[config.mk]
export PLATFORM = sky130hd
export DESIGN_NAME = register_to_memory_store_unit
export DESIGN_NICKNAME = d
export VERILOG_FILES = /design/src/include/store_unit_pkg.sv /design/src/rtl/register_to_memory_store_unit.sv /design/src/rtl/store_src_mux.sv
export SDC_FILE = /design/constraint.sdc
export NUM_CORES = 1
export LEC_CHECK = 0
export ABC_CLOCK_PERIOD_IN_PS = 800
export BUFFER_PORTS_ARGS = -buffer_cell sky130_fd_sc_hd__clkbuf_2
export CAP_MARGIN = 20
export CORE_AREA = 2 2 173 175
export CTS_CLUSTER_DIAMETER = 30
export CTS_CLUSTER_SIZE = 40
export DETAILED_ROUTE_END_ITERATION = 6
export DIE_AREA = 0 0 175 177
export GPL_TIMING_DRIVEN = 1
export SYNTH_ARGS = -nofsm -noshare
export SYNTH_HDL_FRONTEND = slang
export SYNTH_SLANG_ARGS = --single-unit
[constraint.sdc]
create_clock -name clk_in -period 0.8 [get_ports clk_in]
set_clock_uncertainty 0.2 [all_clocks]
set_input_delay 0.2 -clock clk_in [delete_from_list [all_inputs] [get_ports clk_in]]
set_output_delay 0.2 -clock clk_in [all_outputs]
set_load 0.01 [all_outputs]
[src/include/store_unit_pkg.sv]
package store_unit_pkg;

  // opcode fields
  localparam logic [3:0] OP_WORD_TOP   = 4'hC;
  localparam logic [7:0] OP_BYTE_TOP   = 8'hE5;
  localparam logic [1:0] OP_BYTE_SUB   = 2'h1;
  localparam int         WORD_LEN_BITS = 16;
  localparam int         BYTE_LEN_BITS = 24;

  // memory-mapped register window: addresses below this are registers
  localparam logic [22:0] REG_WINDOW_LIMIT = 23'h000060;

  // reset values
  localparam logic [15:0] DATA_RST = 16'h0000;
  localparam logic [22:0] ADDR_RST = 23'h000000;

  typedef enum logic [1:0] {
    ST_WORD = 2'b00,
    ST_HIGH = 2'b01,
    ST_LOW  = 2'b10,
    ST_NONE = 2'b11
  } store_kind_e;

  // one write request on the data memory write bus
  typedef struct packed {
    logic        valid;
    logic [22:0] addr;
    logic [15:0] data;
    logic [1:0]  byte_en;
  } mem_write_s;

endpackage

[src/rtl/register_to_memory_store_unit.sv]
`timescale 1ns/1ps

// Operation
// [RULE1] word-store opcode writes selected register to the addressed data word
// [RULE2] accumulator word store writes only bits 15..0
// [RULE3] aux or temp word store writes the full 16-bit register
// [RULE4] private store path; no data-unit or address-unit arithmetic used
// [RULE5] high-byte store puts source bits 7..0 in word bits 15..8
// [RULE6] low-byte store puts source bits 7..0 in word bits 7..0
// [RULE7] aux or temp byte stores take register bits 7..0
// [RULE8] byte store to memory-mapped register: no write, raise bus fault request
// [RULE9] works under repeat, one store per iteration; no status bits touched
// [RULE10] F/SSS pick source, address field gives address, one execute cycle
module register_to_memory_store_unit (
  // clock and reset
  input  wire logic                       clk_in,
  input  wire logic                       arst_n_in,
  // decoded instruction, left aligned
  input  wire logic                       instr_valid_in,
  input  wire logic [23:0]                instr_in,
  input  wire logic [22:0]                addr_in,
  // register file views
  input  wire logic [39:0]                acc_in [4],
  input  wire logic [15:0]                aux_in [8],
  input  wire logic [15:0]                tmp_in [4],
  // data memory write bus
  output store_unit_pkg::mem_write_s      mem_wr_out,
  // bus-error interrupt request, high for one cycle per refused byte store
  output logic                            bus_fault_irq_out
);

  store_unit_pkg::store_kind_e kind;
  logic                        f_bit;
  logic [2:0]                  sss;
  logic [15:0]                 src_value;
  logic                        in_reg_window;
  store_unit_pkg::mem_write_s  wr_next;
  store_unit_pkg::mem_write_s  wr_reg;
  logic                        fault_reg;

  function automatic store_unit_pkg::store_kind_e decode_kind(input logic [23:0] ins);
    decode_kind = store_unit_pkg::ST_NONE;
    if (ins[23:20] == store_unit_pkg::OP_WORD_TOP)
    begin
      decode_kind = store_unit_pkg::ST_WORD; // [RULE1]
    end
    else if (ins[23:16] == store_unit_pkg::OP_BYTE_TOP && ins[3:2] == store_unit_pkg::OP_BYTE_SUB)
    begin
      decode_kind = ins[0] ? store_unit_pkg::ST_LOW : store_unit_pkg::ST_HIGH;
    end
  endfunction

  assign kind   = decode_kind(instr_in);
  // F/SSS lie in different fields for the two encodings
  assign f_bit  = (kind == store_unit_pkg::ST_WORD) ? instr_in[19] : instr_in[7]; // [RULE10]
  assign sss    = (kind == store_unit_pkg::ST_WORD) ? instr_in[18:16] : instr_in[6:4];
  // fixed window bound: a byte lane inside a register would corrupt its neighbour field
  assign in_reg_window = addr_in < store_unit_pkg::REG_WINDOW_LIMIT;

  // plain mux, no arithmetic: keeps the ALUs and MACs free
  store_src_mux u_src ( // [RULE4]
    .f_bit_in  (f_bit),
    .sss_in    (sss),
    .acc_in    (acc_in),
    .aux_in    (aux_in),
    .tmp_in    (tmp_in),
    .value_out (src_value)
  );

  always_comb
  begin
    wr_next = '0;
    if (instr_valid_in)
    begin
      wr_next.addr = addr_in; // [RULE10]
      unique case (kind)
        store_unit_pkg::ST_WORD:
        begin
          wr_next.valid   = 1'b1; // [RULE1]
          wr_next.data    = src_value;
          wr_next.byte_en = 2'b11;
        end
        store_unit_pkg::ST_HIGH:
        begin
          wr_next.valid   = !in_reg_window; // [RULE8]
          wr_next.data    = {src_value[7:0], 8'h00}; // [RULE5] [RULE7]
          wr_next.byte_en = 2'b10;
        end
        store_unit_pkg::ST_LOW:
        begin
          wr_next.valid   = !in_reg_window; // [RULE8]
          wr_next.data    = {8'h00, src_value[7:0]}; // [RULE6] [RULE7]
          wr_next.byte_en = 2'b01;
        end
        store_unit_pkg::ST_NONE:
        begin
          wr_next.valid = 1'b0;
        end
      endcase
    end
  end

  // every valid cycle is one store, so repeated issue gives one per iteration
  always_ff @(posedge clk_in or negedge arst_n_in)
  begin
    if (!arst_n_in)
    begin
      wr_reg.valid   <= 1'b0;
      wr_reg.addr    <= store_unit_pkg::ADDR_RST;
      wr_reg.data    <= store_unit_pkg::DATA_RST;
      wr_reg.byte_en <= 2'h0;
    end
    else
    begin
      wr_reg <= wr_next; // [RULE9]
    end
  end

  always_ff @(posedge clk_in or negedge arst_n_in)
  begin
    if (!arst_n_in)
    begin
      fault_reg <= 1'b0;
    end
    else
    begin
      fault_reg <= instr_valid_in && in_reg_window && // [RULE8]
                   (kind == store_unit_pkg::ST_HIGH || kind == store_unit_pkg::ST_LOW);
    end
  end

  assign mem_wr_out        = wr_reg;
  assign bus_fault_irq_out = fault_reg;

  a_word_store_data: assert property (@(posedge clk_in) disable iff (!arst_n_in) // [RULE1]
    instr_valid_in && kind == store_unit_pkg::ST_WORD |=>
      mem_wr_out.valid && mem_wr_out.byte_en == 2'b11 && mem_wr_out.addr == $past(addr_in)
      && mem_wr_out.data == $past(src_value))
    else $error("word store not issued");

  a_acc_low_bits: assert property (@(posedge clk_in) disable iff (!arst_n_in) // [RULE2]
    instr_valid_in && kind == store_unit_pkg::ST_WORD && !f_bit |=>
      mem_wr_out.data == $past(acc_in[sss[1:0]][15:0]))
    else $error("accumulator word store data wrong");

  a_high_byte_lane: assert property (@(posedge clk_in) disable iff (!arst_n_in) // [RULE5]
    instr_valid_in && kind == store_unit_pkg::ST_HIGH && !in_reg_window |=>
      mem_wr_out.valid && mem_wr_out.byte_en == 2'b10
      && mem_wr_out.data[15:8] == $past(src_value[7:0]))
    else $error("high byte store wrong");

  a_low_byte_lane: assert property (@(posedge clk_in) disable iff (!arst_n_in) // [RULE6]
    instr_valid_in && kind == store_unit_pkg::ST_LOW && !in_reg_window |=>
      mem_wr_out.valid && mem_wr_out.byte_en == 2'b01
      && mem_wr_out.data[7:0] == $past(src_value[7:0]))
    else $error("low byte store wrong");

  a_window_byte_fault: assert property (@(posedge clk_in) disable iff (!arst_n_in) // [RULE8]
    instr_valid_in && in_reg_window
      && (kind == store_unit_pkg::ST_HIGH || kind == store_unit_pkg::ST_LOW) |=>
      !mem_wr_out.valid && bus_fault_irq_out ##1 (!bus_fault_irq_out || $past(instr_valid_in)))
    else $error("byte store to register window not refused");

  a_no_false_fault: assert property (@(posedge clk_in) disable iff (!arst_n_in) // [RULE8]
    bus_fault_irq_out |-> $past(in_reg_window) && $past(instr_valid_in) && !mem_wr_out.valid
      && ($past(kind) == store_unit_pkg::ST_HIGH || $past(kind) == store_unit_pkg::ST_LOW))
    else $error("spurious bus fault");

  a_repeat_stores: assert property (@(posedge clk_in) disable iff (!arst_n_in) // [RULE9]
    (instr_valid_in && kind == store_unit_pkg::ST_WORD)[*3] |=>
      mem_wr_out.valid && $past(mem_wr_out.valid) && $past(mem_wr_out.valid, 2))
    else $error("repeated store dropped");

  a_repeat_bytes: assert property (@(posedge clk_in) disable iff (!arst_n_in) // [RULE9]
    (instr_valid_in && kind == store_unit_pkg::ST_LOW && !in_reg_window)[*2] |=>
      mem_wr_out.valid && $past(mem_wr_out.valid))
    else $error("repeated byte store dropped");

  a_aux_word_data: assert property (@(posedge clk_in) disable iff (!arst_n_in) // [RULE3]
    instr_valid_in && kind == store_unit_pkg::ST_WORD && f_bit |=>
      mem_wr_out.data == $past(sss[2] ? tmp_in[sss[1:0]] : aux_in[{1'b0, sss[1:0]}]))
    else $error("aux or temp word store data wrong");

  a_acc_high_byte: assert property (@(posedge clk_in) disable iff (!arst_n_in) // [RULE5]
    instr_valid_in && kind == store_unit_pkg::ST_HIGH && !f_bit && !in_reg_window |=>
      mem_wr_out.data == {$past(acc_in[sss[1:0]][7:0]), 8'h00})
    else $error("accumulator high byte store wrong");

  a_acc_low_byte: assert property (@(posedge clk_in) disable iff (!arst_n_in) // [RULE6]
    instr_valid_in && kind == store_unit_pkg::ST_LOW && !f_bit && !in_reg_window |=>
      mem_wr_out.data == {8'h00, $past(acc_in[sss[1:0]][7:0])})
    else $error("accumulator low byte store wrong");

  a_byte_reg_source: assert property (@(posedge clk_in) disable iff (!arst_n_in) // [RULE7]
    instr_valid_in && f_bit && !in_reg_window
      && (kind == store_unit_pkg::ST_HIGH || kind == store_unit_pkg::ST_LOW) |=>
      (mem_wr_out.data[15:8] | mem_wr_out.data[7:0])
      == $past(sss[2] ? tmp_in[sss[1:0]][7:0] : aux_in[{1'b0, sss[1:0]}][7:0]))
    else $error("aux or temp byte store data wrong");

  a_high_form_zero: assert property (@(posedge clk_in) disable iff (!arst_n_in) // [RULE5]
    instr_valid_in && kind == store_unit_pkg::ST_HIGH |=>
      mem_wr_out.data[7:0] == 8'h00)
    else $error("high byte store drives low lane");

  a_low_form_zero: assert property (@(posedge clk_in) disable iff (!arst_n_in) // [RULE6]
    instr_valid_in && kind == store_unit_pkg::ST_LOW |=>
      mem_wr_out.data[15:8] == 8'h00)
    else $error("low byte store drives high lane");

  a_write_address: assert property (@(posedge clk_in) disable iff (!arst_n_in) // [RULE10]
    instr_valid_in && kind != store_unit_pkg::ST_NONE |=>
      mem_wr_out.addr == $past(addr_in))
    else $error("store address wrong");

  a_unknown_ignored: assert property (@(posedge clk_in) disable iff (!arst_n_in) // [RULE1]
    instr_valid_in && kind == store_unit_pkg::ST_NONE |=>
      !mem_wr_out.valid && !bus_fault_irq_out)
    else $error("unknown opcode acted on");

  a_word_no_fault: assert property (@(posedge clk_in) disable iff (!arst_n_in) // [RULE8]
    instr_valid_in && kind == store_unit_pkg::ST_WORD |=>
      !bus_fault_irq_out)
    else $error("word store raised bus fault");

  a_idle_quiet: assert property (@(posedge clk_in) disable iff (!arst_n_in) // [RULE10]
    !instr_valid_in |=> !mem_wr_out.valid && !bus_fault_irq_out)
    else $error("write without instruction");

endmodule

[src/rtl/store_src_mux.sv]
`timescale 1ns/1ps

// source register selection: F=0 accumulator, F=1 aux/temp register
module store_src_mux (
  // selection
  input  wire logic        f_bit_in,
  input  wire logic [2:0]  sss_in,
  // register file views
  input  wire logic [39:0] acc_in [4],
  input  wire logic [15:0] aux_in [8],
  input  wire logic [15:0] tmp_in [4],
  // result
  output logic      [15:0] value_out
);

  always_comb
  begin
    if (!f_bit_in)
    begin
      // only bits 15..0 leave the accumulator; guard bits dropped
      value_out = acc_in[sss_in[1:0]][15:0]; // [RULE2]
    end
    else if (!sss_in[2])
    begin
      value_out = aux_in[{1'b0, sss_in[1:0]}]; // [RULE3]
    end
    else
    begin
      value_out = tmp_in[sss_in[1:0]]; // [RULE3]
    end
  end

endmodule

## Yosys cells after proc, flatten, opt, wreduce, memory -nomap -nowiden

Index checks and enable logic that the tools add are counted.

| cells by class | value |
|---|---|
| bitwise gates (word level) | 2 |
| $lt $le $gt $ge | 3 |
| equality and inequality tests | 6 |
| multiplexer cells | 19 |
| reductions and logical operators | 7 |

Operators by type and width:

| cell | count |
|---|---|
| $mux W16 | 8 |
| $bmux W40 S2 | 1 |
| $pmux W18 S3 | 1 |
| $bmux W16 S3 | 1 |
| $mux W42 | 1 |
| $bmux W16 S2 | 1 |
| $lt A23 B7 Y1 const B | 1 |
| $eq A8 B8 Y1 const B | 1 |
| $mux W2 | 3 |
| $eq A2 B1 Y1 const B | 2 |
| $eq A2 B2 Y1 const B | 2 |
| $eq A4 B4 Y1 const B | 1 |
| $ge A4 B4 Y1 const B | 1 |
| $not A2 Y4 | 1 |
| $ge A3 B3 Y1 const B | 1 |
| $logic_and A1 B1 Y1 | 3 |
| $mux W3 | 1 |
| $not A2 Y3 | 1 |
| $pmux W1 S3 | 1 |
| $logic_not A2 Y1 | 1 |
| $reduce_or A2 Y1 | 1 |
| $logic_not A1 Y1 | 1 |
| $logic_or A1 B1 Y1 | 1 |
| $mux W1 | 1 |

| word-level totals | value |
|---|---|
| bits in registers | 43 |
| input port bits | 402 |
| output and inout port bits | 43 |

## Depth between registers and ports, before layout

Gate-level depths: netlist (run 1).

| depth | value |
|---|---|
| depth after elaboration | 14 |
| gate-level depth with buffers | 14 |
| gate-level depth less buffers | 11 |

## Cells and area by module

From an unflattened synthesis (run 1), not the netlist that was laid out.

| unflattened totals | value |
|---|---|
| cells, all modules | 315 |
| area, all modules | 3,365.7 sq um |

Modules (own cells, without submodules):

| module | sequential area each (sq um) | area an instance (sq um) | instances | cells an instance |
|---|---|---|---|---|
| store_src_mux | 0.0 | 1,711.6 | 1 | 188 |
| register_to_memory_store_unit | 1,076.0 | 1,654.1 | 1 | 127 |

## Worst setup path before layout (run 1)

Ideal clock, no wire load.

| timing | value |
|---|---|
| path kind | input port to flip-flop |
| start | input instr_in[19] |
| end | register wr_reg (netlist bit mem_wr_out[17]) |
| path slack | -1.931 ns |
| setup time | 0.134 ns |
| stages on the path | 13 |
| arrival | 2.397 ns |
| path through | nor4bb_1 nand2_1 o21ai_0 nor2b_1 ha_1 buf_6 mux2_4 buf_6 buf_4 mux2i_1 mux2i_1 a22oi_1 o221ai_2 |

RTL lines:

| item | line | source |
|---|---|---|
| start, declared | register_to_memory_store_unit.sv:20 | `input wire logic [23:0] instr_in,` |
| end signal, assigned | register_to_memory_store_unit.sv:115 | `wr_reg <= wr_next;` |
| end, declared | register_to_memory_store_unit.sv:38 | `store_unit_pkg::mem_write_s wr_reg;` |

==> summary.md, run 1 <==
| Metric | Value |
|---|---|
| Critical path capture point type | `register` |
| Die Footprint | `31000 um^2` |
| Largest cells by area after synthesis | `dfrtp_1 (32%), nand2_1 (13%), mux4_2 (11%)` |
| Area growth, synth to finish | `93.8%` |
| DR WL/cell | `16.9 um` |
| Standard-cell rows | `63` |
| Worst Max-Slew Pin Slew | `453 ps` |
| Status | `finished, violations left` |
| Die H | `177 um` |
| Pwr/cell area | `1040 nW/um^2` |
| Worst VDD drop | `0.632 mV` |
| Dpl ws | `-2210 ps` |
| Mapped cell area | `3360 um^2` |
| IO buf count | `275` |
| Yosys warns | `0` |
| H-tree depth | `2` |
| Fmax | `0.386 GHz` |
| First-pass DRT Iterations | `4` |
| Slew HR | `69.6%` |
| Gp weighted congestion | `0.801` |
| Minimum hold slack | `-296 ps` |
| Internal Power | `4.72 mW` |
| NetSw | `2.04 mW` |
| DRT iter0 DRCs | `137` |
| Layout cell share with drive strength beyond 1 | `59.2%` |
| Synth cell types | `40` |
| Initial Utilization | `11.5%` |
| Syn avg cell area | `8.69 um^2` |
| Final setup margin | `-1790 ps` |
| # DRC | `0` |
| Gr usage total | `11.8%` |
| CTS root buffer | `clkbuf_16` |
| RSZ-0062 raised after global routing | `true` |
| Largest net degree at the start of global routing | `28` |
| Reg power frac | `33.4%` |
| Clock transition at path regs | `70 ps` |
| Crit share post-route | `324%` |
| MaxCap Viol Count | `0` |
| Fin. Hold Viols | `62` |
| Routed vias | `4346` |
| Seq/Total Area, Yosys | `32.0%` |
| Max Buffers Root-to-Sink | `2` |
| Req. time, crit path | `760 ps` |
| DP HPWL | `16.1 mm` |
| Worst Setup Start Kind | `input port` |
| Initial antenna violation count | `3` |
| Vias in the first global route | `4385` |
| First-pass GRT wire length | `26.7 mm` |
| Core area | `29200 um^2` |
| HP Class | `in -> async` |
| Post-synth top area share | `32.0%` |
| Inserted Clock Buffers | `5` |
| Combinational share of power | `36.8%` |
| Kind of critical path | `in -> reg` |
| Final max-slew violation count | `0` |
| Setup violators final | `63` |
| CP Max Fanout | `7` |
| Nets@finish | `1133` |
| Clock sinks | `43` |
| Synthesized Nets | `793` |
| Switch share | `30.2%` |
| Worst EP arrival | `2550 ps` |
| # IOs | `445` |
| Utilization after layout | `22.3%` |
| TritonCTS clock tree | `built` |
| Top cell type by total area after synthesis | `dfrtp_1` |
| GRT overflow | `0` |
| P_leak | `3.25 nW` |
| DRT antenna net count | `0` |
| Failing checks | `negative hold slack, negative setup slack` |
| Tmin final | `2590 ps` |
| Clk pwr share | `29.8%` |
| Mapped Cells | `387` |
| DRT Wirelength | `18.9 mm` |
| Overall die width | `175 um` |
| Mean number of vias per cell | `3.88` |
| Synth Register Bits | `43` |
cells in the final DEF (no fill, tap or decap), types with 3 or more instances in the layout:
master / synthesis / layout
buf_8: 0 / 12
o221ai_1: 6 / 3
buf_4: 2 / 58
buf_16: 0 / 3
a22oi_1: 7 / 3
inv_1: 5 / 4
o221ai_2: 1 / 4
nand3_1: 39 / 35
nand4_1: 8 / 8
a32oi_1: 8 / 6
clkbuf_2: 0 / 258
nor4_1: 3 / 3
dfrtp_1: 43 / 43
buf_12: 0 / 10
and2_1: 29 / 28
mux2i_2: 0 / 6
o21a_1: 8 / 8
nand3_2: 0 / 4
nor2b_1: 5 / 4
mux4_2: 16 / 16
mux2_4: 1 / 4
nor2_1: 10 / 10
a22oi_2: 0 / 4
nand2_1: 112 / 101
nand2_2: 0 / 11
o21ai_1: 2 / 5
mux2i_1: 32 / 25
clkbuf_16: 0 / 6
buf_6: 4 / 13
final timing paths:
check / start / end / slack [ps]
setup / recovery: instr_in[19] / mem_wr_out[14] / -1790
hold / removal: arst_n_in / bus_fault_irq_out / -300
max in group asynchronous: arst_n_in / mem_wr_out[14] / 540
min in group clk_in: addr_in[0] / mem_wr_out[18] / -70
synthesized netlist by cell type:
cell / n
o21ai_1: 2
a22o_1: 1
a41o_1: 1
mux2_1: 1
nand2_1: 112
nand3b_1: 1
nor4b_1: 1
mux4_2: 16
dfrtp_1: 43
nand2b_1: 1
a31oi_1: 1
inv_1: 5
o221ai_1: 6
and2_1: 29
clkbuf_1: 9
nand3_1: 39
mux2_2: 2
o2bb2ai_1: 2
and3_1: 1
o221ai_2: 1
buf_4: 2
a22oi_1: 7
a32o_1: 1
nor2_2: 1
buf_2: 10
buf_6: 4
nor4bb_1: 1
nor2_1: 10
nor2b_1: 5
mux2i_1: 32
a211oi_1: 3
a311oi_1: 1
a32oi_1: 8
o21a_1: 8
o21ai_0: 3
ha_1: 4
mux2_4: 1
nand4_1: 8
nor4_1: 3
a21oi_1: 1
final cells by class:
class / instances / area [um^2]
timing repair buffer: 357 / 2410
fill: 3235 / 22700
antenna: 1 / 2.50
multi-input combinational: 315 / 2380
clock inverter: 2 / 12.5
inverter: 5 / 18.8
sequential: 43 / 1080
clock buffer: 6 / 129
tap: 390 / 488
power groups by stage:
| stage | clock network [mW] | logic, mW | registers, mW |
|---|---|---|---|
| detailed placement | 0 | 2.26 | 2.30 |
| CTS | 2.10 | 2.48 | 2.26 |
| floorplan | 0 | 0.872 | 2.33 |
| global placement | 0 | 2.25 | 2.30 |
| global route | 2.23 | 2.70 | 2.26 |
| finish | 2.02 | 2.49 | 2.26 |
layer usage:
metal	vias up	GRT usage, %	wire, um
li1	2069	-	-
met1	2013	13.6	7560
met3	26	4.94	1870
met4	4	3.26	416
met2	234	20.0	9040
met5	-	0	25
cell families after synthesis:
kind of cell | count (synthesis) | synth area share (%)
simple gates | 212 | 29.1
buf+inv | 30 | 4.84
fa+ha+maj | 4 | 1.49
mux | 52 | 21.7
flops | 43 | 32.0
compound gates | 46 | 10.8
worst max-delay path: stages:
cell and delay (ps):
clkbuf_16 130, nor4bb_4 270, nand2_1 80, o21ai_1 120
nor2b_4 180, ha_4 210, mux2_4 400, buf_12 170
buf_8 130, mux2i_2 190, a32oi_1 110, a22oi_1 210
o221ai_1 140
flip-flops by register name, indices dropped and copies added (netlist names):
signal             flops
mem_wr_out            42
bus_fault_irq_out      1
through the flow:
step / power (mW) / cell area, um^2 / hold WS [ps] / setup TNS, ps / std cells
finish: 6.76 / 6520 / -296 / -47410 / 1119
global route: 7.19 / 6520 / -285 / -51290 / 1119
global placement: 4.55 / 5790 / 35.1 / -46290 / 1097
CTS: 6.83 / 6370 / -294 / -48200 / 1116
floorplan: 3.21 / 3430 / -296 / -30770 / 387
detailed placement: 4.56 / 5790 / 28.3 / -46640 / 1097
repair_timing:
| item | CTS | global route |
|---|---|---|
| resized for setup | 62 | 52 |
| hold endpoints to repair | 62 | 62 |
| buffers inserted | 5 | 5 |
| pin swaps | 15 | 18 |
| gates cloned | 6 | 0 |
| setup endpoints to repair | 63 | 63 |
Power figures use the tool's default switching activity.
==> run 2: changes to the inputs <==
--- a/constraint.sdc
+++ b/constraint.sdc
@@ -4,2 +4,2 @@
 set_output_delay 0.2 -clock clk_in [all_outputs]
-set_load 0.01 [all_outputs]
+set_load 0.1 [all_outputs]
==> run 2 against run 1 <==
The flow still finishes with violations (negative hold slack, negative setup slack). Die area is the same. Critical path type unchanged. Highest routed layer is now met4. Flip-flop and latch count is the same. Setup slack lost 15 ps.
==> summary.md, run 2 (synthesis results as in run 1) <==
| Metric | Value |
|---|---|
| DR WL/cell | `17.0 um` |
| First-pass GRT wire length | `26.7 mm` |
| Standard-cell rows | `63` |
| MaxCap Viol Count | `0` |
| Final setup TNS | `-54130 ps` |
| Req. time, crit path | `750 ps` |
| Slew HR | `68.1%` |
| Inserted Clock Buffers | `5` |
| Switch share | `32.6%` |
| GRT overflow | `0` |
| NetSw | `2.56 mW` |
| Layout cell share with drive strength beyond 1 | `66.5%` |
| Kind of critical path | `in -> reg` |
| Worst Setup Start Kind | `input port` |
| Combinational share of power | `40.4%` |
| Critical path capture point type | `register` |
| Vias in the first global route | `4324` |
| FILL cells | `3130` |
| Crit path from | `instr_in[19]` |
| Mean number of vias per cell | `3.84` |
| Worst Max-Slew Pin Slew | `478 ps` |
| Setup violators final | `63` |
| DRT Wirelength | `18.8 mm` |
| Reg power frac | `29.7%` |
| DP HPWL | `16.0 mm` |
| DRT antenna net count | `0` |
| IO buf count | `275` |
| Failing checks | `negative hold slack, negative setup slack` |
| HP Class | `in -> async` |
| Seq. cell area | `1240 um^2` |
| CP Max Fanout | `11` |
| Clk pwr share | `29.9%` |
| # IOs | `445` |
| Fin. Hold Viols | `64` |
| Initial Utilization | `11.5%` |
| Initial antenna violation count | `0` |
| Largest register FFs | `42` |
| Tmin final | `2610 ps` |
| Crit share post-route | `326%` |
| Most common cell after layout, fill and taps aside | `clkbuf_2` |
| Area growth, synth to finish | `114%` |
| Largest net degree at the start of global routing | `28` |
| TritonCTS clock tree | `built` |
| DRT iter0 DRCs | `184` |
| Pwr Total | `7.85 mW` |
| Final setup margin | `-1810 ps` |
| Clock transition at path regs | `70 ps` |
| Most frequent cells in the layout | `clkbuf_2 (231), nand2_1 (95), buf_12 (51)` |
| H-tree depth | `2` |
| Max Buffers Root-to-Sink | `2` |
| Gp weighted congestion | `0.787` |
| Nets@finish | `1122` |
| P_leak | `3.28 nW` |
| First-pass DRT Iterations | `4` |
| Number of diodes | `0` |
| Core area | `29200 um^2` |
| CTS root buffer | `clkbuf_16` |
| Overall die width | `175 um` |
| Fmax | `0.383 GHz` |
| Status | `finished, violations left` |
| Worst VDD drop | `0.856 mV` |
| # DRC | `0` |
| Gr usage total | `11.7%` |
| Final max-slew violation count | `0` |
| Worst EP arrival | `2560 ps` |
| Utilization after layout | `24.6%` |
| Dpl ws | `-2300 ps` |
| Pwr/cell area | `1090 nW/um^2` |
| Routed vias | `4248` |
| Minimum hold slack | `-288 ps` |
| Die Footprint | `31000 um^2` |
| Die H | `177 um` |
| Area occupied by multi-input gates | `2430 um^2` |
| Clock sinks | `43` |
| RSZ-0062 raised after global routing | `true` |
| Internal Power | `5.29 mW` |
[run 2: worst max path at each step]
stage	end	slack, ps	cells after the start
2_1_floorplan	mem_wr_out[13]	-1790	13
3_3_place_gp	mem_wr_out[7]	-2320	13
3_5_place_dp	mem_wr_out[7]	-2300	13
4_1_cts	mem_wr_out[10]	-1790	13
5_1_grt	mem_wr_out[14]	-1970	13
6_report	mem_wr_out[11]	-1810	13
[run 2: area by class of cell]
| class | count | area share [%] |
|---|---|---|
| Clock buffer | 5 | 1.74 |
| Inverter | 5 | 0.261 |
| Clock inverter | 3 | 0.609 |
| Timing Repair Buffer | 347 | 39.6 |
| Sequential cell | 43 | 17.2 |
| Multi-Input combinational cell | 314 | 33.8 |
| Tap cell | 390 | 6.79 |
[run 2: worst max-delay path: stages]
cell and delay (ps):
clkbuf_16 130, nor4bb_4 270, nand2_1 100, o21ai_2 120, nor2b_4 180, ha_4 180, mux2_4 420, clkbuf_16 210
mux4_2 420, nand2_1 70, nand2_1 60, nand3_1 80, o221ai_1 110
[run 2: repair_timing]
item,4_1_cts,5_1_grt
setup endpoints to repair,63,63
pin swaps,13,9
resized for setup,44,40
cloned,2,4
endpoints found under the hold margin,65,64
setup buffers,15,2
[run 2: through the flow]
stage,cell area [um^2],std cells
6_report,7190,1107
5_1_grt,7190,1107
4_1_cts,6940,1102
3_5_place_dp,6410,1077
3_3_place_gp,6410,1077
2_1_floorplan,3590,387
[run 2: layer usage]
layer  GRT usage (%)  wire length [um]  vias up
li1                -                 -     2039
met1            14.9              8060     1990
met2            19.9              9170      207
met3            3.05              1320       12
met4            2.15               273        0
met5               0                 0        -
[run 2: power by group through the flow]
stage / Clock, mW / Combinational (mW) / Sequential [mW]
2_1_floorplan: 0 / 0.872 / 2.85
5_1_grt: 2.51 / 3.41 / 2.34
4_1_cts: 2.42 / 3.06 / 2.33
3_5_place_dp: 0 / 2.81 / 2.38
3_3_place_gp: 0 / 2.80 / 2.38
6_report: 2.35 / 3.17 / 2.33
